$ cat src/hw/usp_regs.svh
// Constants for the status, power indication and bus sharing block
`ifndef USP_REGS_SVH
`define USP_REGS_SVH
`define USP_CLK_HZ          40000000
`define USP_BLINK_HALF_MS   250
`define USP_BLINK_HALF_CYC  ((`USP_CLK_HZ / 1000) * `USP_BLINK_HALF_MS)
`define USP_ROM_SPACE_BYTES 4096
`define USP_DESC_MAX_BYTES  512
`define USP_SIG_LSB         8'h52
`define USP_SIG_MSB         8'h48
`define USP_CFG_OFS         32'h0000_0000
`define USP_STAT_OFS        32'h0000_0004
`define USP_ID_OFS          32'h0000_0008
`define USP_CFG_ENUM_BIT    0
`define USP_CFG_PU_BIT      1
`define USP_CFG_LOWPWR_BIT  2
`endif

$ cat src/hw/usp_pkg.sv
// Types for the status, power indication and bus sharing block
package usp_pkg;
  typedef enum logic [1:0] {
    USP_SRC_ONBOARD = 2'b00,
    USP_SRC_SERIAL  = 2'b01,
    USP_SRC_DRIVE   = 2'b11
  } usp_src_e;

  typedef enum logic [1:0] {
    USP_ST_BOOT = 2'b00,
    USP_ST_RUN  = 2'b01
  } usp_state_e;

  typedef struct packed {
    usp_state_e   state;
    usp_src_e     src;
    logic         mode_latched;
    logic [24:0]  blink_cnt;
    logic         blink;
    logic         led_oe_n;
    logic         full_oe_n;
    logic         low_oe_n;
    logic         enum_pwr;
    logic         pu_oe_n;
    logic         ata_oe_n;
    logic         usb_en;
    logic         bus_powered;
    logic         enum_ctl;
    logic         pu_ctl;
    logic         low_ctl;
    logic         waitreq;
    logic [31:0]  rdata;
  } usp_state_s;
endpackage

$ cat src/hw/usp_status_power.sv
// Status indicator, bus power indication, bus sharing and config source select
//
// The register offsets and the Avalon-MM slave port are this design's own decisions.
`timescale 1ns/1ps
`include "usp_regs.svh"
module usp_status_power
  import usp_pkg::*;
#(
  parameter int unsigned BLINK_HALF_CYC = `USP_BLINK_HALF_CYC,
  parameter logic [31:0] BLOCK_ID       = 32'h0000_A5C3
) (
  input  wire logic        clk,
  input  wire logic        rstn,
  input  wire logic [7:0]  usb_config_value,
  input  wire logic        usb_suspended,
  input  wire logic        drive_bus_share_enable,
  input  wire logic        bus_power_in,
  input  wire logic        drive_cfg_mode,
  input  wire logic        serial_mem_present,
  input  wire logic        serial_sig_ok,
  input  wire logic        probe_done,
  input  wire logic [3:0]  avs_address,
  input  wire logic        avs_read,
  input  wire logic        avs_write,
  input  wire logic [31:0] avs_writedata,
  output logic [31:0]      avs_readdata,
  output logic             avs_waitrequest,
  output logic             led_out,
  output logic             led_oe_n,
  output logic             full_bus_power_grant_n,
  output logic             full_bus_power_grant_oe_n,
  output logic             low_bus_power_avail,
  output logic             low_bus_power_avail_oe_n,
  output logic             usb_enum_pwr,
  output logic             flow_ctl_pullup_drive,
  output logic             flow_ctl_pullup_oe_n,
  output logic             ata_out_oe_n,
  output logic             usb_if_enable,
  output logic             drive_bus_powered,
  output usp_src_e         cfg_source
);

  usp_state_s q;
  usp_state_s d;
  logic [31:0] byte_addr;
  logic        cfg_set;

  assign byte_addr = {26'h0, avs_address, 2'b00};
  assign cfg_set   = (usb_config_value != 8'h00);

  always_comb begin
    d = q;
    // Source decided once, on the first probe completion after reset
    // Serial source spans up to 4 Kbytes, descriptors within 512 bytes
    if (q.state == USP_ST_BOOT && probe_done) begin
      d.state        = USP_ST_RUN;
      d.mode_latched = drive_cfg_mode;
      if (serial_mem_present && !drive_cfg_mode && serial_sig_ok) begin
        d.src = USP_SRC_SERIAL;
      end else if (!serial_mem_present && drive_cfg_mode) begin
        d.src = USP_SRC_DRIVE;
      end else begin
        d.src = USP_SRC_ONBOARD;
      end
    end
    if (q.blink_cnt >= 25'(BLINK_HALF_CYC - 1)) begin
      d.blink_cnt = 25'h0;
      d.blink     = ~q.blink;
    end else begin
      d.blink_cnt = q.blink_cnt + 25'h1;
    end
    if (usb_suspended) begin
      d.led_oe_n = 1'b1;
    end else if (!cfg_set) begin
      d.led_oe_n = ~q.blink;
    end else begin
      d.led_oe_n = 1'b0;
    end
    d.full_oe_n   = ~cfg_set;
    // Low power is always available unsuspended; software can withhold it
    d.low_oe_n    = ~(!usb_suspended && q.low_ctl);
    d.bus_powered = bus_power_in;
    d.ata_oe_n    = ~drive_bus_share_enable;
    d.usb_en      = drive_bus_share_enable;
    d.enum_pwr    = q.enum_ctl && drive_bus_share_enable;
    d.pu_oe_n     = ~(q.pu_ctl && drive_bus_share_enable);
    // Avalon slave: one wait cycle, answer on the following edge
    d.waitreq = 1'b1;
    if ((avs_read || avs_write) && q.waitreq) begin
      d.waitreq = 1'b0;
      d.rdata   = 32'h0;
      if (avs_read) begin
        case (byte_addr)
          `USP_CFG_OFS:  d.rdata = {29'h0, q.low_ctl, q.pu_ctl, q.enum_ctl};
          `USP_STAT_OFS: d.rdata = {22'h0, q.src, q.state, q.mode_latched, q.bus_powered,
                                    q.usb_en, ~q.led_oe_n, ~q.full_oe_n, ~q.low_oe_n};
          `USP_ID_OFS:   d.rdata = BLOCK_ID;
          default:       d.rdata = 32'h0;
        endcase
      end
    end
    // Write lands at the edge where the master samples waitrequest low
    if (avs_write && !q.waitreq && byte_addr == `USP_CFG_OFS) begin
      d.enum_ctl = avs_writedata[`USP_CFG_ENUM_BIT];
      d.pu_ctl   = avs_writedata[`USP_CFG_PU_BIT];
      d.low_ctl  = avs_writedata[`USP_CFG_LOWPWR_BIT];
    end
  end

  always_ff @(posedge clk or negedge rstn) begin
    if (!rstn) begin
      q         <= '0;
      q.state   <= USP_ST_BOOT;
      q.src     <= USP_SRC_ONBOARD;
      q.led_oe_n  <= 1'b1;
      q.full_oe_n <= 1'b1;
      q.low_oe_n  <= 1'b1;
      q.pu_oe_n   <= 1'b1;
      q.ata_oe_n  <= 1'b1;
      q.waitreq   <= 1'b1;
      q.enum_ctl  <= 1'b1;
      q.low_ctl   <= 1'b1;
    end else begin
      q <= d;
    end
  end

  assign avs_readdata              = q.rdata;
  assign avs_waitrequest           = q.waitreq;
  assign led_out                   = 1'b0;
  assign led_oe_n                  = q.led_oe_n;
  assign full_bus_power_grant_n    = 1'b0;
  assign full_bus_power_grant_oe_n = q.full_oe_n;
  assign low_bus_power_avail       = 1'b1;
  assign low_bus_power_avail_oe_n  = q.low_oe_n;
  assign usb_enum_pwr              = q.enum_pwr;
  assign flow_ctl_pullup_drive     = 1'b1;
  assign flow_ctl_pullup_oe_n      = q.pu_oe_n;
  assign ata_out_oe_n              = q.ata_oe_n;
  assign usb_if_enable             = q.usb_en;
  assign drive_bus_powered         = q.bus_powered;
  assign cfg_source                = q.src;

endmodule

$ cat config.mk
export PLATFORM = sky130hd
export DESIGN_NAME = usp_status_power
export DESIGN_NICKNAME = d
export VERILOG_FILES = /design/src/hw/usp_pkg.sv /design/src/hw/usp_status_power.sv
export VERILOG_INCLUDE_DIRS = /design/src /design/src/hw
export SDC_FILE = /design/constraint.sdc
export NUM_CORES = 1
export LEC_CHECK = 0
export ABC_AREA = 1
export ABC_CLOCK_PERIOD_IN_PS = 1400
export BUFFER_PORTS_ARGS = -buffer_cell sky130_fd_sc_hd__buf_2
export CAP_MARGIN = 20
export CELL_PAD_IN_SITES_DETAIL_PLACEMENT = 0
export CELL_PAD_IN_SITES_GLOBAL_PLACEMENT = 1
export CORE_MARGIN = 3
export CORE_UTILIZATION = 32
export CTS_BUF_LIST = sky130_fd_sc_hd__clkbuf_16
export CTS_CLUSTER_SIZE = 10
export DETAILED_ROUTE_END_ITERATION = 8
export HOLD_SLACK_MARGIN = 0.15
export PLACE_DENSITY = 0.82
export SLEW_MARGIN = 20
export SYNTH_ARGS = -nofsm -noshare
export SYNTH_HDL_FRONTEND = slang
export SYNTH_SLANG_ARGS = --single-unit
export TNS_END_PERCENT = 30
$ cat constraint.sdc
create_clock -name clk -period 1.4 [get_ports clk]
set_input_delay 0 -clock clk [delete_from_list [all_inputs] [get_ports clk]]
set_output_delay 0 -clock clk [all_outputs]
set_load 0.005 [all_outputs]
Yosys cells after proc, flatten, opt, wreduce, memory -nomap -nowiden
Index checks and enable logic that the tools add are counted.
{"block": "totals", "input_bits": 55, "word_cells": 56, "out_inout_bits": 47, "reg_bits": 74}
{"block": "classes", "muxes": 8, "eq_ne": 2, "bitwise": 8, "magnitude_cmp": 1, "n_addsub": 1, "n_reduce_logical": 18}
{"op": "$pmux W16 S3", "count": 1}
{"op": "$mux W33", "count": 1}
{"op": "$logic_not A32 Y1", "count": 1}
{"op": "$add A25 B1 Y25 const B", "count": 1}
{"op": "$ge A25 B24 Y1 const B", "count": 1}
{"op": "$mux W25", "count": 1}
{"op": "$mux W16", "count": 1}
{"op": "$logic_and A1 B1 Y1", "count": 10}
{"op": "$not A1 Y1", "count": 8}
{"op": "$reduce_bool A8 Y1", "count": 1}
{"op": "$eq A4 B1 Y1 const B", "count": 1}
{"op": "$eq A4 B2 Y1 const B", "count": 1}
{"op": "$logic_not A1 Y1", "count": 4}
{"op": "$mux W2", "count": 2}
{"op": "$logic_not A2 Y1", "count": 1}
{"op": "$mux W1", "count": 2}
{"op": "$logic_or A1 B1 Y1", "count": 1}

Longest topological paths before layout
{"block": "logic_depth", "word_depth": 4, "ltp_mapped": 11, "ltp_nobuf": 11}

Worst setup path before layout
OpenSTA, ideal clock, no wires.
{"block": "synth_path", "path_kind": "register to register", "start": "register q[45] in the netlist's numbering", "end": "register q[66] in the netlist's numbering", "t_required_ns": 1.282, "n_path_buf": 1, "arrival_time_ns": 1.361, "stages_incl_launch_ff": 10, "period_less_slack_ns": 1.480, "setup_time_ns": 0.118, "setup_slack_ns": -0.080, "cell_sequence": "dfrtp_1 ha_1 nand2_1 nor2_2 nand2_1 nor2_1 a21oi_2 nand2_4 buf_6 nor2_1"}
{"item": "start, declared", "line": "usp_status_power.sv:43", "text": "usp_state_s q;"}

==> out/results.ini <==
[timing]
post-route-period-util_pct=110
fin_skew_ns=0.00734
final-hold-violation-count=0
tns_ns=-2.00
setup_viol=25
layout_min_cycle_time_ns=1.53
fmax_mhz=652
drv_slew=0
setup_slack_ns=-0.134
holdWs_ns=0.205
rsz0062_at_grt=yes

[global_route]
grt_overflow_total=0
grt_usage_pct=13.0
use_met3_pct=2.63
met2_usage_pct=22.8
grt_pass1_vias=2367
use_met1_pct=16.4
grt_pass1_wl_mm=10.7
grt.busiest_layer=met2
antenna_found_initial=0
grt_max_degree=53

[finish]
stdcell_count=566
fin_nets=513
fin_area_sq_um=3980
area_growth_pct=37.8
drive_gt1_share_pct=36.2
insertedDiodeCount=0
fill_cells=849

[logic_synthesis]
syn_area_sq_um=2890
yosys.area.top_type=dfrtp_1
synth-seq-area-share_pct=45.4
yosys_most_used_dff=dfrtp_1
synth_cell_types=34
syn_inst=352
synth.avg_cell_area_sq_um=8.21
synth.area.top_cells=dfrtp_1 38%, nand2_1 10%, buf_4 9.9%
synth-edff-count=0
yosys_register_bits=52
synth_top_area_share_pct=38.1
yosys_warnings=0
async_flop_share_pct=100

[clocking]
clk_pin_slew_worst_paths_ns=0.07
ctsRootBufferMaster=clkbuf_16
clockBufferDepth=2
h-tree-depth=2
cts_tree=yes
cts_num_sinks=52
clock_latency_ns=0.29
cts_made_buffers=5

[setup_path]
crit_type=reg -> reg
path_cells=ha_2 -> nand2_2 -> nor2_4 -> buf_6 -> nand2_4 -> nor2_4 -> buf_4 -> xor2_1 -> nor2_2
crit_top_cell=nor2_4
startpoint_type=register
end_kind=register
crit_required_ns=1.58
crit_slowest_cell=dfrtp_1
cp_slowest_stage_delay_ns=0.36
worstPathMaxFanout=3
arrival_ns=1.71

[die]
rows=34
die_w_um=101
io_pins=102
die-area_sq_um=10200
die_h_um=101
core_sq_um=8760
start_util_pct=33.0

[flow_run]
drv_cap=0

[power_and_ir_drop]
vdd_drop_max_mv=0.503
cellLeakagePower_nw=1.94
power.density_nw_per_um2=804

[routing]
via_count=2447
routed_wl_mm=6.67
first_iter_violations=78
drcViolationCount=0
avgViaCountPerCell=4.32
first_pass_iters=5
antenna_left=0
routedWlPerCell_um=11.8

[status]
violations=negative setup slack
status=finished, violations left

[place]
dp_hpwl_mm=4.77
port_buffers=49
place_area_sq_um=3410
place_inst=534
dp_slack_ns=-0.0936
gp_congestion=0.801

[min_path]
hp-class=in -> reg

-- final cells by class --
cell class / count / area [sq um] / area share, %
clock buffers: 5 / 125 / 3.14
flip-flops and latches: 52 / 1310 / 33.0
repair buffers: 118 / 892 / 22.4
multi-input cells: 242 / 1350 / 34.0
clock inverters: 3 / 20.0 / 0.503
inverters: 38 / 143 / 3.58
well taps: 108 / 135 / 3.39
-- cells in the mapped netlist (2+ instances only) --
cell type and count:
nand3_1 13, buf_4 38, o211ai_1 5, xor2_1 14, a21oi_1 2, conb_1 2, o31ai_1 3, nand3b_1 2
dfstp_2 8, nand4_1 5, xnor2_1 3, dfrtp_1 44, a32o_1 2, o21ai_0 10, nor2_1 49, nor4_1 2
nor2_2 12, nand2_1 77, nor3_1 5, buf_2 2, inv_1 37, nand2_2 5
-- worst paths after layout --
path | endpoint | slack [ns] | cells after the start | from
min | avs_readdata[0] | 0.21 | 6 | avs_address[2]
min in group asynchronous | usb_if_enable | 0.23 | 3 | rstn
max in group asynchronous | avs_waitrequest | 0.88 | 3 | rstn
max reg2reg | q[55] | -0.13 | 9 | q[45]
max | q[55] | -0.13 | 9 | q[45]
min reg2reg | flow_ctl_pullup_oe_n | 0.45 | 1 | q[34]
-- metrics by stage --
step | total power, W | utilization (%)
after floorplan | 0.00185 | -
after global placement | 0.00194 | 38.9
after detailed placement | 0.00195 | 38.9
after CTS | 0.00323 | 43.4
after global routing | 0.00336 | 45.4
final | 0.00320 | 45.4
-- critical path, delay by kind of cell, from the launching register on --
kind	cells	cell delay, ns
fa+ha+maj	1	0.19
flops	1	0.36
xor+xnor	1	0.17
simple gates	5	0.44
buf+inv	2	0.26
-- flip-flops by register name, summed over array words and instances, names as in the netlist --
| name | flops |
|---|---|
| ata_out_oe_n | 1 |
| avs_readdata | 10 |
| avs_waitrequest | 1 |
| cfg_source | 2 |
| drive_bus_powered | 1 |
| flow_ctl_pullup_oe_n | 1 |
| full_bus_power_grant_oe_n | 1 |
| led_oe_n | 1 |
| low_bus_power_avail_oe_n | 1 |
| q | 31 |
| usb_enum_pwr | 1 |
| usb_if_enable | 1 |
-- cell families (layout without fill, tap and decap cells) --
| family | count (synthesis) | after routing | synth area share [%] |
|---|---|---|---|
| adder cells (fa/ha/maj) | 1 | 1 | 0.433 |
| flip-flops | 52 | 52 | 45.4 |
| AND/OR/NAND/NOR | 175 | 175 | 26.9 |
| buffers and inverters | 80 | 164 | 16.2 |
| XOR/XNOR | 17 | 17 | 5.15 |
| other | 2 | 24 | 0.260 |
| AO/OA/AOI/OAI | 25 | 25 | 5.63 |
-- layout by cell type (no fill, tap or decap), types with 3 or more instances in the layout --
master | Yosys | layout
nand2_2 | 5 | 6
clkbuf_16 | 0 | 6
nand3_2 | 1 | 3
xor2_1 | 14 | 11
buf_2 | 2 | 49
o31ai_1 | 3 | 3
o21ai_0 | 10 | 8
o211ai_1 | 5 | 5
buf_12 | 1 | 3
dfstp_2 | 8 | 8
nand2_1 | 77 | 74
inv_1 | 37 | 38
nand3_1 | 13 | 11
o21ai_1 | 1 | 3
nand4_1 | 5 | 5
dfrtp_1 | 44 | 42
nor3_1 | 5 | 4
nor2_2 | 12 | 19
dlygate4sd3_1 | 0 | 18
nor2_4 | 1 | 10
buf_4 | 38 | 44
xnor2_1 | 3 | 3
conb_1 | 2 | 24
nor2_1 | 49 | 33
nand2_4 | 1 | 3
-- repair_timing --
item | in CTS | in global routing
gates resized for setup | 7 | 36
setup buffers | 2 | 1
gates cloned | 1 | 1
hold buffers | 19 | 0
setup endpoints to repair | 25 | 31
pin swaps | 4 | 7
endpoints found under the hold margin | 74 | 0
-- per-layer routing --
metal,vias up,wire length (um)
met5,-,0
met4,0,36
met1,1118,3020
met3,8,401
met2,76,3210
li1,1245,-
-- power breakdown --
group | internal [W] | switching, W | total [W] | leakage (nW)
clock | 0.000660 | 0.000548 | 0.00121 | 0.0712
combinational | 0.000174 | 0.000190 | 0.000364 | 1.20
sequential | 0.00159 | 0.0000438 | 0.00163 | 0.668
Note: power is estimated with default switching activity, not from simulation.
